===== config.mk =====
export PLATFORM = sky130hd
export DESIGN_NAME = acs_sequencer
export DESIGN_NICKNAME = d
export VERILOG_FILES = /design/src/verilog/acs_sequencer.v /design/src/verilog/acs_rate_table.v /design/src/verilog/acs_range_clamp.v
export VERILOG_INCLUDE_DIRS = /design/src /design/src/verilog
export SDC_FILE = /design/constraint.sdc
export NUM_CORES = 1
export LEC_CHECK = 0
export BUFFER_PORTS_ARGS = -buffer_cell sky130_fd_sc_hd__clkbuf_2
export CORE_ASPECT_RATIO = 2
export CORE_MARGIN = 8
export CORE_UTILIZATION = 50
export CTS_BUF_LIST = sky130_fd_sc_hd__clkbuf_8
export DETAILED_ROUTE_END_ITERATION = 10
export PLACE_DENSITY = 0.65
export SLEW_MARGIN = 25
export SYNTH_ARGS = -nofsm -noshare
export SYNTH_HDL_FRONTEND = slang
export SYNTH_SLANG_ARGS = --single-unit

===== constraint.sdc =====
create_clock -name clock_i -period 5.6 [get_ports clock_i]
set_input_delay 1.68 -clock clock_i [delete_from_list [all_inputs] [get_ports clock_i]]
set_output_delay 1.68 -clock clock_i [all_outputs]
set_load 0.01 [all_outputs]

===== src/verilog/acs_defines.vh =====
// acs_defines.vh: register map, fields, codes and times of the sequencer
`ifndef ACS_DEFINES_VH
`define ACS_DEFINES_VH
// ==========================================================================
// register map and per-input register pages
`define ACS_ADDR_CTRL 8'h00
`define ACS_ADDR_STAT 8'h04
`define ACS_ADDR_ALST 8'h08
`define ACS_ADDR_AMSK 8'h0c
`define ACS_ADDR_BPWR 8'h10
`define ACS_PG_CFG 4'h2
`define ACS_PG_RLO 4'h3
`define ACS_PG_RHI 4'h4
`define ACS_PG_DRES 4'h5
// ==========================================================================
// field positions of conversion_control_reg
`define ACS_F_CMD 0
`define ACS_F_CHEN 2
`define ACS_F_DGEN 6
`define ACS_F_DRATE 10
`define ACS_F_DSRC 13
// channel_measure_config: input_select_field [2:0], channel_rate_field [6:3]
`define ACS_F_RATE 3
`define ACS_CFG_RST {`ACS_RATE_20, `ACS_SEL_TERM_GND}
// ==========================================================================
// sequence_command_field codes
`define ACS_CMD_IDLE 2'h0
`define ACS_CMD_SINGLE 2'h1
`define ACS_CMD_CONT 2'h2
`define ACS_CMD_PDOWN 2'h3
// input_select_field codes
`define ACS_SEL_TERM_GND 3'h0
`define ACS_SEL_SHUNT_TERM 3'h1
`define ACS_SEL_AUXN_GND 3'h2
`define ACS_SEL_TERM_AUXN 3'h3
`define ACS_SEL_GND_GND 3'h4
// channel_rate_field codes
`define ACS_RATE_10H 4'h0
`define ACS_RATE_20 4'h1
`define ACS_RATE_20H 4'h3
`define ACS_RATE_200HM 4'h4
`define ACS_RATE_200H 4'h6
`define ACS_RATE_1K2 4'h8
`define ACS_RATE_1K2H 4'h9
`define ACS_RATE_4K8 4'hc
`define ACS_RATE_9K6 4'hd
// diagnostic rate codes
`define ACS_DRATE_20 3'h0
`define ACS_DRATE_20H 3'h1
`define ACS_DRATE_1K2H 3'h2
`define ACS_DRATE_4K8 3'h3
`define ACS_DRATE_9K6 3'h4
`define ACS_DRATE_19K2 3'h5
// result codes
`define ACS_CODE_OVER 24'h0fffff
`define ACS_CODE_UNDER 24'h000000
// ==========================================================================
// times in ns; the timer subtracts the clock period each cycle
`define ACS_CLK_NS 28'd40
`define ACS_US_13 28'd13000
`define ACS_US_40 28'd40000
`define ACS_US_41 28'd41000
`define ACS_US_67 28'd67000
`define ACS_US_68 28'd68000
`define ACS_US_69 28'd69000
`define ACS_US_100 28'd100000
`define ACS_US_124 28'd124000
`define ACS_US_331 28'd331000
`define ACS_US_386 28'd386000
`define ACS_US_950 28'd950000
`define ACS_US_1000 28'd1000000
`define ACS_US_1685 28'd1685000
`define ACS_US_1740 28'd1740000
`define ACS_US_2519 28'd2519000
`define ACS_US_2574 28'd2574000
`define ACS_US_5000 28'd5000000
`define ACS_US_5024 28'd5024000
`define ACS_US_52_08 28'd52080
`define ACS_US_104_17 28'd104170
`define ACS_US_208_33 28'd208330
`define ACS_US_833 28'd833000
`define ACS_US_833_33 28'd833330
`define ACS_MS_4_583 28'd4583000
`define ACS_MS_5 28'd5000000
`define ACS_MS_48_33 28'd48330000
`define ACS_MS_50 28'd50000000
`define ACS_MS_100 28'd100000000
`endif


===== src/verilog/acs_sequencer.v =====
// acs_sequencer.v: conversion sequencer with its AXI4-Lite register file
//
// Summary of operation
// - continuous mode loops over enabled channels, then diagnostics
// - stop command takes effect after current sequence
// - sequence end copies results to result registers
// - fixed input-select codes for five mux paths
// - out-of-range flags error, alerts, forces code
// - masked range error leaves alert deasserted
// - results are 24-bit offset binary codes
// - buffers full power until standby bit set
// - diagnostics run whatever the buffer power state
// - per-channel rate, one shared diagnostic rate
// - fixed set of channel and diagnostic rates
// - hum and modem tone rejecting rate codes
// - conversion timing from internal clock, not host
// - power-up, pipeline delay, then conversion time
// - lone continuous channel adds no switch time
// - switch delay added on each input change
// - source current diagnostic adds 41 us
//
// Design decisions made here: the register offsets and the AXI4-Lite slave port.
`timescale 1ns/1ps
`include "acs_defines.vh"
module acs_sequencer #(
    parameter [27:0] TIME_STEP_NS = `ACS_CLK_NS
) (
    input wire clock_i,
    input wire rst_n_i,
    input wire [7:0] s_axi_awaddr_i,
    input wire s_axi_awvalid_i,
    output wire s_axi_awready_o,
    input wire [31:0] s_axi_wdata_i,
    input wire [3:0] s_axi_wstrb_i,
    input wire s_axi_wvalid_i,
    output wire s_axi_wready_o,
    output wire [1:0] s_axi_bresp_o,
    output wire s_axi_bvalid_o,
    input wire s_axi_bready_i,
    input wire [7:0] s_axi_araddr_i,
    input wire s_axi_arvalid_i,
    output wire s_axi_arready_o,
    output wire [31:0] s_axi_rdata_o,
    output wire [1:0] s_axi_rresp_o,
    output wire s_axi_rvalid_o,
    input wire s_axi_rready_i,
    input wire [23:0] adc_data_i,
    input wire adc_over_i,
    input wire adc_under_i,
    output wire adc_power_o,
    output wire [2:0] mux_index_o,
    output wire [2:0] input_select_o,
    output wire [3:0] channel_rate_field_o,
    output wire conv_start_o,
    output wire conv_end_o,
    output wire seq_done_o,
    output wire [15:0] buffer_standby_o,
    output wire alert_o
);
    // ======================================================================
    // states
    localparam [5:0] ST_IDLE = 6'h01;
    localparam [5:0] ST_PWRUP = 6'h02;
    localparam [5:0] ST_PIPE = 6'h04;
    localparam [5:0] ST_SWITCH = 6'h08;
    localparam [5:0] ST_CONV = 6'h10;
    localparam [5:0] ST_DONE = 6'h20;

    // ======================================================================
    // registers and state
    reg [16:0] ctrl_r;
    reg [6:0] cfg_r [0:3];
    reg [15:0] bpwr_r;
    reg amsk_r;
    reg aerr_r;
    reg rdy_r;
    reg [1:0] cnt_r;
    reg pwr_r;
    reg [23:0] shd_r [0:7];
    reg [23:0] res_r [0:7];
    reg [5:0] state_r;
    reg [5:0] state_nxt;
    reg [2:0] idx_r;
    reg ld_r;
    reg [27:0] tmr_r;
    reg [27:0] load_val;
    reg [2:0] sel_r;
    reg [3:0] rate_r;
    reg bvalid_r;
    reg [1:0] bresp_r;
    reg rvalid_r;
    reg [1:0] rresp_r;
    reg [31:0] rdata_r;
    reg [2:0] first_idx;
    reg [2:0] next_idx;
    reg has_next;
    reg [3:0] n_en;
    integer i;

    wire [1:0] cmd = ctrl_r[`ACS_F_CMD +: 2];
    wire [7:0] en = {ctrl_r[`ACS_F_DGEN +: 4], ctrl_r[`ACS_F_CHEN +: 4]};
    wire [3:0] dsrc = ctrl_r[`ACS_F_DSRC +: 4];
    wire busy = (state_r != ST_IDLE);
    wire start_go = ((cmd == `ACS_CMD_SINGLE) || (cmd == `ACS_CMD_CONT)) && (|en);
    wire [3:0] cur_rate = idx_r[2] ? {1'b0, ctrl_r[`ACS_F_DRATE +: 3]} : cfg_r[idx_r[1:0]][6:3];
    wire [27:0] pipe_ns;
    wire [27:0] conv_ns;
    wire [27:0] switch_ns;
    wire [23:0] clamp_code;
    wire clamp_err;
    wire tmr_exp = ~ld_r & (tmr_r <= TIME_STEP_NS);
    wire conv_end = (state_r == ST_CONV) & tmr_exp;

    // ======================================================================
    // timing lookup and range handling
    acs_rate_table u_rate_table (
        .rate_i(cur_rate),
        .diag_i(idx_r[2]),
        .src_i(dsrc[idx_r[1:0]]),
        .pipe_ns_o(pipe_ns),
        .conv_ns_o(conv_ns),
        .switch_ns_o(switch_ns)
    );

    acs_range_clamp u_range_clamp (
        .data_i(adc_data_i),
        .over_i(adc_over_i),
        .under_i(adc_under_i),
        .code_o(clamp_code),
        .err_o(clamp_err)
    );

    // ======================================================================
    // input search: channels first, then diagnostics
    always @* begin
        first_idx = 3'h0;
        next_idx = 3'h0;
        has_next = 1'b0;
        n_en = 4'h0;
        for (i = 7; i >= 0; i = i - 1) begin
            if (en[i]) begin
                first_idx = i[2:0];
                n_en = n_en + 4'h1;
                if (i > idx_r) begin
                    next_idx = i[2:0];
                    has_next = 1'b1;
                end
            end
        end
    end

    // ======================================================================
    // sequence state machine
    always @* begin
        state_nxt = state_r;
        case (state_r)
            ST_IDLE: begin
                if (start_go) begin
                    state_nxt = pwr_r ? ST_PIPE : ST_PWRUP;
                end
            end
            ST_PWRUP: begin
                if (tmr_exp) begin
                    state_nxt = ST_PIPE;
                end
            end
            ST_PIPE: begin
                if (tmr_exp) begin
                    state_nxt = ST_CONV;
                end
            end
            ST_CONV: begin
                if (tmr_exp) begin
                    state_nxt = has_next ? ST_SWITCH : ST_DONE;
                end
            end
            ST_SWITCH: begin
                if (tmr_exp) begin
                    state_nxt = ST_CONV;
                end
            end
            ST_DONE: begin
                if (cmd == `ACS_CMD_CONT && (|en)) begin
                    state_nxt = (n_en > 4'h1) ? ST_SWITCH : ST_CONV;
                end else begin
                    state_nxt = ST_IDLE;
                end
            end
            default: state_nxt = ST_IDLE;
        endcase
    end

    // phase time of the state being entered; clock_i is the internal oscillator
    always @* begin
        case (state_r)
            ST_PWRUP: load_val = `ACS_US_100;
            ST_PIPE: load_val = pipe_ns;
            ST_SWITCH: load_val = switch_ns;
            ST_CONV: load_val = conv_ns;
            default: load_val = TIME_STEP_NS;
        endcase
    end

    always @(posedge clock_i or negedge rst_n_i) begin
        if (!rst_n_i) begin
            state_r <= ST_IDLE;
            ld_r <= 1'b0;
            tmr_r <= 28'h0000000;
            idx_r <= 3'h0;
            sel_r <= `ACS_SEL_TERM_GND;
            rate_r <= 4'h0;
        end else begin
            state_r <= state_nxt;
            ld_r <= (state_nxt != state_r);
            if (ld_r) begin
                tmr_r <= load_val;
            end else if (!tmr_exp) begin
                tmr_r <= tmr_r - TIME_STEP_NS;
            end
            if ((state_r == ST_IDLE && start_go) || state_r == ST_DONE) begin
                idx_r <= first_idx;
            end else if (conv_end && has_next) begin
                idx_r <= next_idx;
            end
            // diagnostics take the ground path and ignore buffer standby
            sel_r <= idx_r[2] ? `ACS_SEL_GND_GND : cfg_r[idx_r[1:0]][2:0];
            rate_r <= cur_rate;
        end
    end

    // ======================================================================
    // register bus
    wire wr_go = s_axi_awvalid_i & s_axi_wvalid_i & ~bvalid_r;
    wire rd_go = s_axi_arvalid_i & ~rvalid_r;
    wire [32:0] wold = acs_read(s_axi_awaddr_i);
    wire [32:0] rnow = acs_read(s_axi_araddr_i);
    wire [31:0] wm = acs_merge(wold[31:0], s_axi_wdata_i, s_axi_wstrb_i);
    wire [3:0] wpg = s_axi_awaddr_i[7:4];
    wire [1:0] wk = s_axi_awaddr_i[3:2];

    // bit 32 marks a mapped address
    function [32:0] acs_read;
        input [7:0] a;
        begin
            acs_read = {1'b1, 32'h00000000};
            case (a[7:4])
                4'h0: begin
                    case ({a[7:2], 2'b00})
                        `ACS_ADDR_CTRL: acs_read[31:0] = {15'h0000, ctrl_r};
                        `ACS_ADDR_STAT: acs_read[31:0] = {27'h0000000, cnt_r, rdy_r, pwr_r, busy};
                        `ACS_ADDR_ALST: acs_read[31:0] = {31'h00000000, aerr_r};
                        default: acs_read[31:0] = {31'h00000000, amsk_r};
                    endcase
                end
                4'h1: begin
                    acs_read[31:0] = {16'h0000, bpwr_r};
                    acs_read[32] = ({a[7:2], 2'b00} == `ACS_ADDR_BPWR);
                end
                `ACS_PG_CFG: acs_read[31:0] = {25'h0000000, cfg_r[a[3:2]]};
                `ACS_PG_RLO: acs_read[31:0] = {16'h0000, res_r[{1'b0, a[3:2]}][15:0]};
                `ACS_PG_RHI: acs_read[31:0] = {24'h000000, res_r[{1'b0, a[3:2]}][23:16]};
                `ACS_PG_DRES: acs_read[31:0] = {8'h00, res_r[{1'b1, a[3:2]}]};
                default: acs_read[32] = 1'b0;
            endcase
        end
    endfunction

    function [31:0] acs_merge;
        input [31:0] old;
        input [31:0] d;
        input [3:0] s;
        integer b;
        begin
            acs_merge = old;
            for (b = 0; b < 4; b = b + 1) begin
                if (s[b]) begin
                    acs_merge[b * 8 +: 8] = d[b * 8 +: 8];
                end
            end
        end
    endfunction

    always @(posedge clock_i or negedge rst_n_i) begin
        if (!rst_n_i) begin
            bvalid_r <= 1'b0;
            bresp_r <= 2'b00;
            rvalid_r <= 1'b0;
            rresp_r <= 2'b00;
            rdata_r <= 32'h00000000;
        end else begin
            if (wr_go) begin
                bvalid_r <= 1'b1;
                bresp_r <= wold[32] ? 2'b00 : 2'b10;
            end else if (s_axi_bready_i) begin
                bvalid_r <= 1'b0;
            end
            if (rd_go) begin
                rvalid_r <= 1'b1;
                rresp_r <= rnow[32] ? 2'b00 : 2'b10;
                rdata_r <= rnow[31:0];
            end else if (s_axi_rready_i) begin
                rvalid_r <= 1'b0;
            end
        end
    end

    // ======================================================================
    // register file and result transfer
    always @(posedge clock_i or negedge rst_n_i) begin
        if (!rst_n_i) begin
            ctrl_r <= 17'h00000;
            bpwr_r <= 16'h0000;
            amsk_r <= 1'b0;
            aerr_r <= 1'b0;
            rdy_r <= 1'b0;
            cnt_r <= 2'h0;
            pwr_r <= 1'b0;
            for (i = 0; i < 4; i = i + 1) begin
                cfg_r[i] <= `ACS_CFG_RST;
            end
            for (i = 0; i < 8; i = i + 1) begin
                shd_r[i] <= 24'h000000;
                res_r[i] <= 24'h000000;
            end
        end else begin
            if (state_r == ST_IDLE && start_go) begin
                pwr_r <= 1'b1;
            end else if (state_r == ST_IDLE && cmd == `ACS_CMD_PDOWN) begin
                pwr_r <= 1'b0;
            end
            if (state_r == ST_DONE && cmd == `ACS_CMD_SINGLE) begin
                ctrl_r[`ACS_F_CMD +: 2] <= `ACS_CMD_IDLE;
            end
            if (wr_go && wold[32]) begin
                case (wpg)
                    4'h0: begin
                        case (wk)
                            2'h0: ctrl_r <= wm[16:0];
                            2'h1: begin
                                if (wm[2]) begin
                                    rdy_r <= 1'b0;
                                end
                            end
                            2'h2: begin
                                if (wm[0]) begin
                                    aerr_r <= 1'b0;
                                end
                            end
                            default: amsk_r <= wm[0];
                        endcase
                    end
                    4'h1: begin
                        if (!busy) begin
                            bpwr_r <= wm[15:0];
                        end
                    end
                    `ACS_PG_CFG: cfg_r[wk] <= wm[6:0];
                    default: begin
                    end
                endcase
            end
            if (conv_end) begin
                shd_r[idx_r] <= clamp_code;
                if (clamp_err) begin
                    aerr_r <= 1'b1;
                end
            end
            if (state_r == ST_DONE) begin
                for (i = 0; i < 8; i = i + 1) begin
                    res_r[i] <= shd_r[i];
                end
                rdy_r <= 1'b1;
                cnt_r <= cnt_r + 2'h1;
            end
        end
    end

    // ======================================================================
    // outputs
    assign s_axi_awready_o = wr_go;
    assign s_axi_wready_o = wr_go;
    assign s_axi_bvalid_o = bvalid_r;
    assign s_axi_bresp_o = bresp_r;
    assign s_axi_arready_o = ~rvalid_r;
    assign s_axi_rvalid_o = rvalid_r;
    assign s_axi_rresp_o = rresp_r;
    assign s_axi_rdata_o = rdata_r;
    assign adc_power_o = pwr_r;
    assign mux_index_o = idx_r;
    assign input_select_o = sel_r;
    assign channel_rate_field_o = rate_r;
    assign conv_start_o = (state_r == ST_CONV) & ld_r;
    assign conv_end_o = conv_end;
    assign seq_done_o = (state_r == ST_DONE);
    assign buffer_standby_o = bpwr_r;
    assign alert_o = aerr_r & ~amsk_r;
endmodule // acs_sequencer


===== src/verilog/acs_rate_table.v =====
// acs_rate_table.v: pipeline, conversion and switch times per rate code
`timescale 1ns/1ps
`include "acs_defines.vh"
module acs_rate_table (
    input wire [3:0] rate_i,
    input wire diag_i,
    input wire src_i,
    output reg [27:0] pipe_ns_o,
    output reg [27:0] conv_ns_o,
    output reg [27:0] switch_ns_o
);
    always @* begin
        if (diag_i) begin
            case (rate_i[2:0]) // one rate for all diagnostics
                `ACS_DRATE_20H: {pipe_ns_o, conv_ns_o, switch_ns_o} = {`ACS_US_1740, `ACS_MS_48_33, `ACS_US_1685};
                `ACS_DRATE_1K2H: {pipe_ns_o, conv_ns_o, switch_ns_o} = {`ACS_US_124, `ACS_US_833, `ACS_US_69};
                `ACS_DRATE_4K8: {pipe_ns_o, conv_ns_o, switch_ns_o} = {`ACS_US_68, `ACS_US_208_33, `ACS_US_13};
                `ACS_DRATE_9K6: {pipe_ns_o, conv_ns_o, switch_ns_o} = {`ACS_US_40, `ACS_US_104_17, `ACS_US_13};
                `ACS_DRATE_19K2: {pipe_ns_o, conv_ns_o, switch_ns_o} = {`ACS_US_40, `ACS_US_52_08, `ACS_US_13};
                default: {pipe_ns_o, conv_ns_o, switch_ns_o} = {`ACS_US_67, `ACS_MS_50, `ACS_US_100};
            endcase
            if (src_i) begin
                conv_ns_o = conv_ns_o + `ACS_US_41;
            end
        end else begin
            case (rate_i)
                `ACS_RATE_10H: {pipe_ns_o, conv_ns_o, switch_ns_o} = {`ACS_US_5000, `ACS_MS_100, `ACS_US_5024};
                `ACS_RATE_20H: {pipe_ns_o, conv_ns_o, switch_ns_o} = {`ACS_US_2574, `ACS_MS_50, `ACS_US_2519};
                `ACS_RATE_200HM: {pipe_ns_o, conv_ns_o, switch_ns_o} = {`ACS_US_1000, `ACS_MS_5, `ACS_US_950};
                `ACS_RATE_200H: {pipe_ns_o, conv_ns_o, switch_ns_o} = {`ACS_US_386, `ACS_MS_4_583, `ACS_US_331};
                `ACS_RATE_1K2: {pipe_ns_o, conv_ns_o, switch_ns_o} = {`ACS_US_67, `ACS_US_833_33, `ACS_US_13};
                `ACS_RATE_1K2H: {pipe_ns_o, conv_ns_o, switch_ns_o} = {`ACS_US_124, `ACS_US_833, `ACS_US_69};
                `ACS_RATE_4K8: {pipe_ns_o, conv_ns_o, switch_ns_o} = {`ACS_US_68, `ACS_US_208_33, `ACS_US_13};
                `ACS_RATE_9K6: {pipe_ns_o, conv_ns_o, switch_ns_o} = {`ACS_US_40, `ACS_US_104_17, `ACS_US_13};
                default: {pipe_ns_o, conv_ns_o, switch_ns_o} = {`ACS_US_67, `ACS_MS_50, `ACS_US_100};
            endcase
        end
    end
endmodule // acs_rate_table


===== src/verilog/acs_range_clamp.v =====
// acs_range_clamp.v: forces the result code on an out-of-range conversion
`timescale 1ns/1ps
`include "acs_defines.vh"
module acs_range_clamp (
    input wire [23:0] data_i,
    input wire over_i,
    input wire under_i,
    output wire [23:0] code_o,
    output wire err_o
);
    // offset binary straight from the modulator
    assign code_o = over_i ? `ACS_CODE_OVER : (under_i ? `ACS_CODE_UNDER : data_i);
    assign err_o = over_i | under_i;
endmodule // acs_range_clamp


Word level (Yosys, flattened, before mapping)
Memory sizes are Yosys's and may differ from the RTL's.
Cells that the tools add are included.

word-level totals
  bits in registers = 534
  latch bits = 0
  RAM bits = 0
  ROM bits = 1008
  input port bits = 85
  output and inout port bits = 72
  word-level logic and storage cells = 297
  memories kept = 1

operators by class
  $add $sub $neg = 10
  multiply operators = 0
  div/mod/pow operators = 0
  magnitude comparators = 20
  equal/unequal tests = 36
  shift operators = 0
  mux-type cells = 131
  bitwise gates (word level) = 22
  reductions and logical operators = 37

memory list
  name              words  bits a word  read ports  clocked after memory_dff  wr ports  line                 source
  (name not given)  16     63           1           0                         0         acs_rate_table.v:26  case (rate_i)

operator list
  operator                count
  $bmux 24 s3             4
  $mux 24                 9
  $mux 28                 7
  $bwmux 192              1
  $pmux 32 s6             1
  $pmux 26 s5             1
  $pmux 28 s4             1
  $pmux 17 s3             2
  $pmux 17 s6             1
  $pmux 21 s4             1
  $mux 3                  26
  $demux 24 s3            1
  $pmux 21 s3             1
  $mux 7                  7
  $bmux 7 s2              3
  $mux 1                  34
  $mux 17                 2
  $mux 4                  8
  $mux 6                  5
  $pmux 6 s5              1
  $add 28x16->28 const B  1
  $add 4x1->4 const B     7
  $bwmux 28               1
  $le 28x6->1 const B     1
  54 further kinds        130

Longest topological paths before layout
  word-level depth = 20
  mapped depth = 19
  depth with buffers taken out = 19

Modules after synthesis
A second synthesis with hierarchy kept.

unflattened totals
  cells, all modules = 2637
  area total of the unflattened synthesis = 27427.6 µm²

modules (own cells, without submodules)
  module           instances  cells each  area an instance (µm²)
  acs_sequencer    1          2308        25435.6
  acs_rate_table   1          298         1773.0
  acs_range_clamp  1          31          219.0

Worst setup path before layout
OpenSTA, ideal clock, no wires.

  kind = reg-to-reg
  from = reg ctrl_r[8]
  to = reg state_r[3]
  setup time = 92 ps
  data arrival time = 3913 ps
  data required time = 5508 ps
  path slack = 1595 ps
  cell stages (with the launch flop) = 19
  path buffers = 0
  period minus slack after synthesis = 4005 ps
  path through = dfrtp_1 -> inv_1 -> ha_1 -> xor2_2 -> ha_1 -> and3b_1 -> a21oi_1 -> nand2_1 -> xnor2_1 -> a21oi_1 -> ha_1 -> nand2_1 -> nand2_1 -> a21o_1 -> ha_1 -> and4b_1 -> a211oi_1 -> and3b_1 -> o31ai_2

on the way
  cells in the longest elaborated chain, start to end = 17
  elaborated cells on any way between the ends = 34
  classes of those cells = 6 x add/sub; 1 x order compare; 24 x mux; 3 x reduce/logical

RTL lines
  what                             line                 source
  start, declared                  acs_sequencer.v:71   reg [16:0] ctrl_r;
  start signal, assigned by index  acs_sequencer.v:332  ctrl_r[`ACS_F_CMD +: 2] <= `ACS_CMD_IDLE;
  start signal, assigned           acs_sequencer.v:338  2'h0: ctrl_r <= wm[16:0];
  $mux 4                           acs_sequencer.v:141  if (en[i]) begin
  $add 4x1->4                      acs_sequencer.v:143  n_en = n_en + 4'h1;
  $mux 4                           acs_sequencer.v:141
  $add 4x1->4                      acs_sequencer.v:143
  $mux 4                           acs_sequencer.v:141
  $add 4x1->4                      acs_sequencer.v:143
  $mux 4                           acs_sequencer.v:141
  $add 4x1->4                      acs_sequencer.v:143
  [... 2 more ...]                 --
  $mux 4                           acs_sequencer.v:141
  $add 4x1->4                      acs_sequencer.v:143
  $mux 4                           acs_sequencer.v:141
  $gt 4x1->1                       acs_sequencer.v:184  state_nxt = (n_en > 4'h1) ? ST_SWITCH : ST_CONV;
  $mux 5                           acs_sequencer.v:184
  $mux 5                           acs_sequencer.v:183  if (cmd == `ACS_CMD_CONT && (|en)) begin
  $pmux 6 s5 *                     acs_sequencer.v:156  case (state_r)
  via state_nxt[3]                 acs_sequencer.v:82   reg [5:0] state_nxt;
  end signal, assigned             acs_sequencer.v:213  state_r <= state_nxt;
  end, declared                    acs_sequencer.v:81   reg [5:0] state_r;

The timed path passes the listed nets; every way through them passes the cells marked *.
A chain may end at the register's enable or synchronous reset.

Final worst setup path
Ends and elaborated chain as after synthesis.

==> flow_metrics.env <==
export IMPL_portBuffers=126
export IMPL_cp_top_family="adder cells"
export IMPL_cts_resized=0
export IMPL_grt_overflow=0
export IMPL_insertion_delay_ns=0.67
export IMPL_end_kind="flip-flop"
export IMPL_synth_area_um2=26400
export IMPL_cp_data_required_time_ns=6.16
export IMPL_grt_pass1_wl_um=137000
export IMPL_cts_root_buf="clkbuf_8"
export IMPL_htree_levels=3
export IMPL_yosysWarnings=0
export IMPL_drtIter0Drc=1898
export IMPL_hold_class="flip-flop to flip-flop"
export IMPL_fin_area_um2=29300
export IMPL_synth_avg_cell_area_um2=9.47
export IMPL_cp_arrival_ns=5.31
export IMPL_drc_errors=0
export IMPL_cts_sinks=522
export IMPL_post_drt_wl_per_cell_um=25.1
export IMPL_ys_seq_elements=522
export IMPL_hpwl_um=63600
export IMPL_ys_seq_area_share_pct=49.5
export IMPL_synth_edf_count=0
export IMPL_worstRegToRegCells=18
export IMPL_first_pass_iters=6
export IMPL_power_total_w=0.00883
export IMPL_hold_viol=0
export IMPL_r2r_end="state_r[3]"
export IMPL_synthFlopType="dfrtp_1"
export IMPL_setup_tns_ns=0
export IMPL_p_comb_share_pct=18.8
export IMPL_cts_tree="done"
export IMPL_startpoint_type="flip-flop"
export IMPL_crit_chain="inv_1 > ha_1 > xor2_2 > ha_1 > and3b_1 > a21oi_1 > nand2_1 > xnor2_1 > a21oi_1 > ha_1 > nand2_1 > nand2_1 > a21o_1 > ha_1 > and4b_1 > a211oi_1 > and3b_1 > o31ai_2"
export IMPL_final_net_count=2981
export IMPL_cts_buffer_depth=3
export IMPL_fmax_mhz=211
export IMPL_r2r_slack_ns=0.85
export IMPL_slowest_delay_ns=0.68
export IMPL_area_growth_pct=10.8
export IMPL_final_cell_mix="nand2_1, dfrtp_1, o21ai_0"
export IMPL_drv_cap=0
export IMPL_std_cell_rows=119
export IMPL_postRouteAntennaNets=0
export IMPL_die_area_um2=60900
export IMPL_p_int_w=0.00606
export IMPL_timing_rr_start="ctrl_r[8]"
export IMPL_place_area_um2=27700
export IMPL_status="completed"
export IMPL_power_leakage_nw=14.3
export IMPL_slew_headroom_pct=22.2
export IMPL_grt_pass1_vias=22386
export IMPL_grt_setup_unrepaired="no"
export IMPL_p_clk_share_pct=35.1
export IMPL_grt_max_degree=121
export IMPL_coreArea_um2=52400
export IMPL_antenna_found_initial=3
export IMPL_tightest_slew_ns=1.16
export IMPL_critPathMaxFanout=7
export IMPL_synthCells=2791
export IMPL_setup_viol=0
export IMPL_die_w_um=179
export IMPL_fin_skew_ns=0.0371
export IMPL_cts_buffers=76
export IMPL_crit_top_cell="ha_1"
export IMPL_p_sw_w=0.00277
export IMPL_num_vias=21999
export IMPL_ios=157
export IMPL_post_cts_setup_buffers=0
export IMPL_hold_start="shd_r[150]"
export IMPL_fin_crit_ns=4.75
export IMPL_grtUsageTotal_pct=30.0
export IMPL_crit_type="flip-flop to flip-flop"
export IMPL_cp_slowest_cell="dfrtp_1"
export IMPL_ys_types=92
export IMPL_power_share_sequential_pct=46.1
export IMPL_path_clk_slew_ns=0.07
export IMPL_layout_commonest_cell="nand2_1"
export IMPL_crit_buf_inv=1
export IMPL_hold_buffers=0
export IMPL_postSynth_asyncResetShare_pct=100
export IMPL_drive_gt1_share_pct=16.5
export IMPL_start_util_pct=50.4
export IMPL_fin_crit_sh_pct=84.8
export IMPL_peakVddDrop_v=0.000360
export IMPL_gp_congestion=1.02
export IMPL_routed_wl_um=90400
export IMPL_power_density_nw_per_um2=302
export IMPL_swShare_pct=31.4
export IMPL_holdPathStages=2
export IMPL_crit_cells=18
export IMPL_maxSlewViolCount=0
export IMPL_die_h_um=341
export IMPL_routed_via_density=6.11
export IMPL_hold_end="res_r[150]"
## how the worst max path moves through the flow
stage / startpoint / endpoint / slack (ns)
after global placement: s_axi_awaddr_i[2] / buffer_standby_o[6] / 0.96
after global routing: ctrl_r[8] / state_r[3] / 0.60
after detailed placement: ctrl_r[8] / state_r[3] / 0.88
after floorplan: ctrl_r[8] / state_r[3] / 1.60
after CTS: ctrl_r[8] / state_r[3] / 0.86
final: ctrl_r[8] / state_r[3] / 0.85
## sequential cells by signal, indices dropped and copies added (netlist names), 4 cells and up
name and cells:
shd_r 192, tmr_r 26, channel_rate_field_o 4, state_r 6, ctrl_r 17, buffer_standby_o 16
s_axi_rdata_o 24, cfg_r 28, res_r 192
## final cells by class
class,count,area [um^2]
diodes,3,7.51
clock buffers,94,1290
clock inverters,42,239
fillers,4757,23100
inverters,31,126
multi-input cells,2039,12400
flip-flops and latches,522,13100
well taps,665,832
repair buffers,205,1300
## Yosys cell counts, types with 11 or more instances
| library cell | n | area share (%) |
|---|---|---|
| nand2_1 | 932 | 13 |
| dfrtp_1 | 517 | 49 |
| o21ai_0 | 273 | 5.2 |
| clkbuf_1 | 135 | 1.9 |
| a21oi_1 | 116 | 2.2 |
| mux4_2 | 109 | 9.3 |
| nor2_1 | 105 | 1.5 |
| buf_2 | 36 | 0.68 |
| nand3_1 | 34 | 0.64 |
| a22oi_1 | 28 | 0.80 |
| inv_1 | 28 | 0.40 |
| nor3_1 | 25 | 0.47 |
| xnor2_1 | 25 | 0.83 |
| a31oi_1 | 24 | 0.57 |
| ha_1 | 21 | 0.99 |
| a22o_1 | 20 | 0.66 |
| mux2i_1 | 20 | 0.76 |
| a221oi_1 | 18 | 0.60 |
| buf_1 | 18 | 0.26 |
| a222oi_1 | 15 | 0.57 |
| a211oi_1 | 14 | 0.40 |
| and3_1 | 14 | 0.33 |
| or3_1 | 14 | 0.33 |
| a21o_1 | 12 | 0.34 |
| buf_4 | 12 | 0.34 |
| nand2b_1 | 12 | 0.28 |
| nor4_1 | 12 | 0.28 |
| mux2_2 | 11 | 0.47 |
| xor2_1 | 11 | 0.36 |
## worst register-to-register path, cell delays in order, from the launching register on
cell and delay, ns:
dfrtp_1 0.68, inv_1 0.17, ha_1 0.43, xor2_2 0.36, ha_1 0.33, and3b_1 0.19
a21oi_1 0.25, nand2_1 0.17, xnor2_1 0.16, a21oi_1 0.15, ha_1 0.27, nand2_1 0.08
nand2_1 0.07, a21o_1 0.16, ha_1 0.29, and4b_1 0.20, a211oi_1 0.27, and3b_1 0.22
o31ai_2 0.20
## cell families after synthesis
group	after synthesis	synth area share (%)
and+or+nand+nor	1218	19.4
AOI/OAI and AO/OA	610	14.2
muxes	141	10.6
buffers and inverters	239	3.95
adders and majority gates	21	0.995
other	1	0.0142
DFF	522	49.5
xor gates and xnor gates	39	1.42
## power groups by stage
stage	Combinational, W	Sequential, W	Clock [W]
6_report	0.00166	0.00407	0.00310
5_1_grt	0.00178	0.00409	0.00331
4_1_cts	0.00164	0.00407	0.00316
3_5_place_dp	0.00163	0.00414	0
3_3_place_gp	0.00162	0.00413	0
2_1_floorplan	0.00104	0.00407	0
## routing by layer
| layer | up-vias | track usage [%] | part of all wire, % |
|---|---|---|---|
| met5 | - | 0 | 0 |
| met4 | 0 | 22.5 | 8.0 |
| met3 | 321 | 5.06 | 6.1 |
| met2 | 958 | 51.6 | 51 |
| met1 | 10859 | 32.4 | 35 |
| li1 | 9861 | - | - |
## stage by stage
| stage | std cells | utilization (%) | hold WS (ns) | setup slack, ns |
|---|---|---|---|---|
| finish | 3601 | 55.9 | 0.437 | 0.852 |
| global route | 3599 | 55.8 | 0.476 | 0.605 |
| CTS | 3597 | 55.8 | 0.444 | 0.857 |
| detailed placement | 3461 | 52.9 | 0.446 | 0.882 |
| global placement | 3461 | 52.9 | 0.446 | 0.956 |
| floorplan | 2800 | - | 0.439 | 1.60 |
Note: power is estimated with default switching activity, not from simulation.
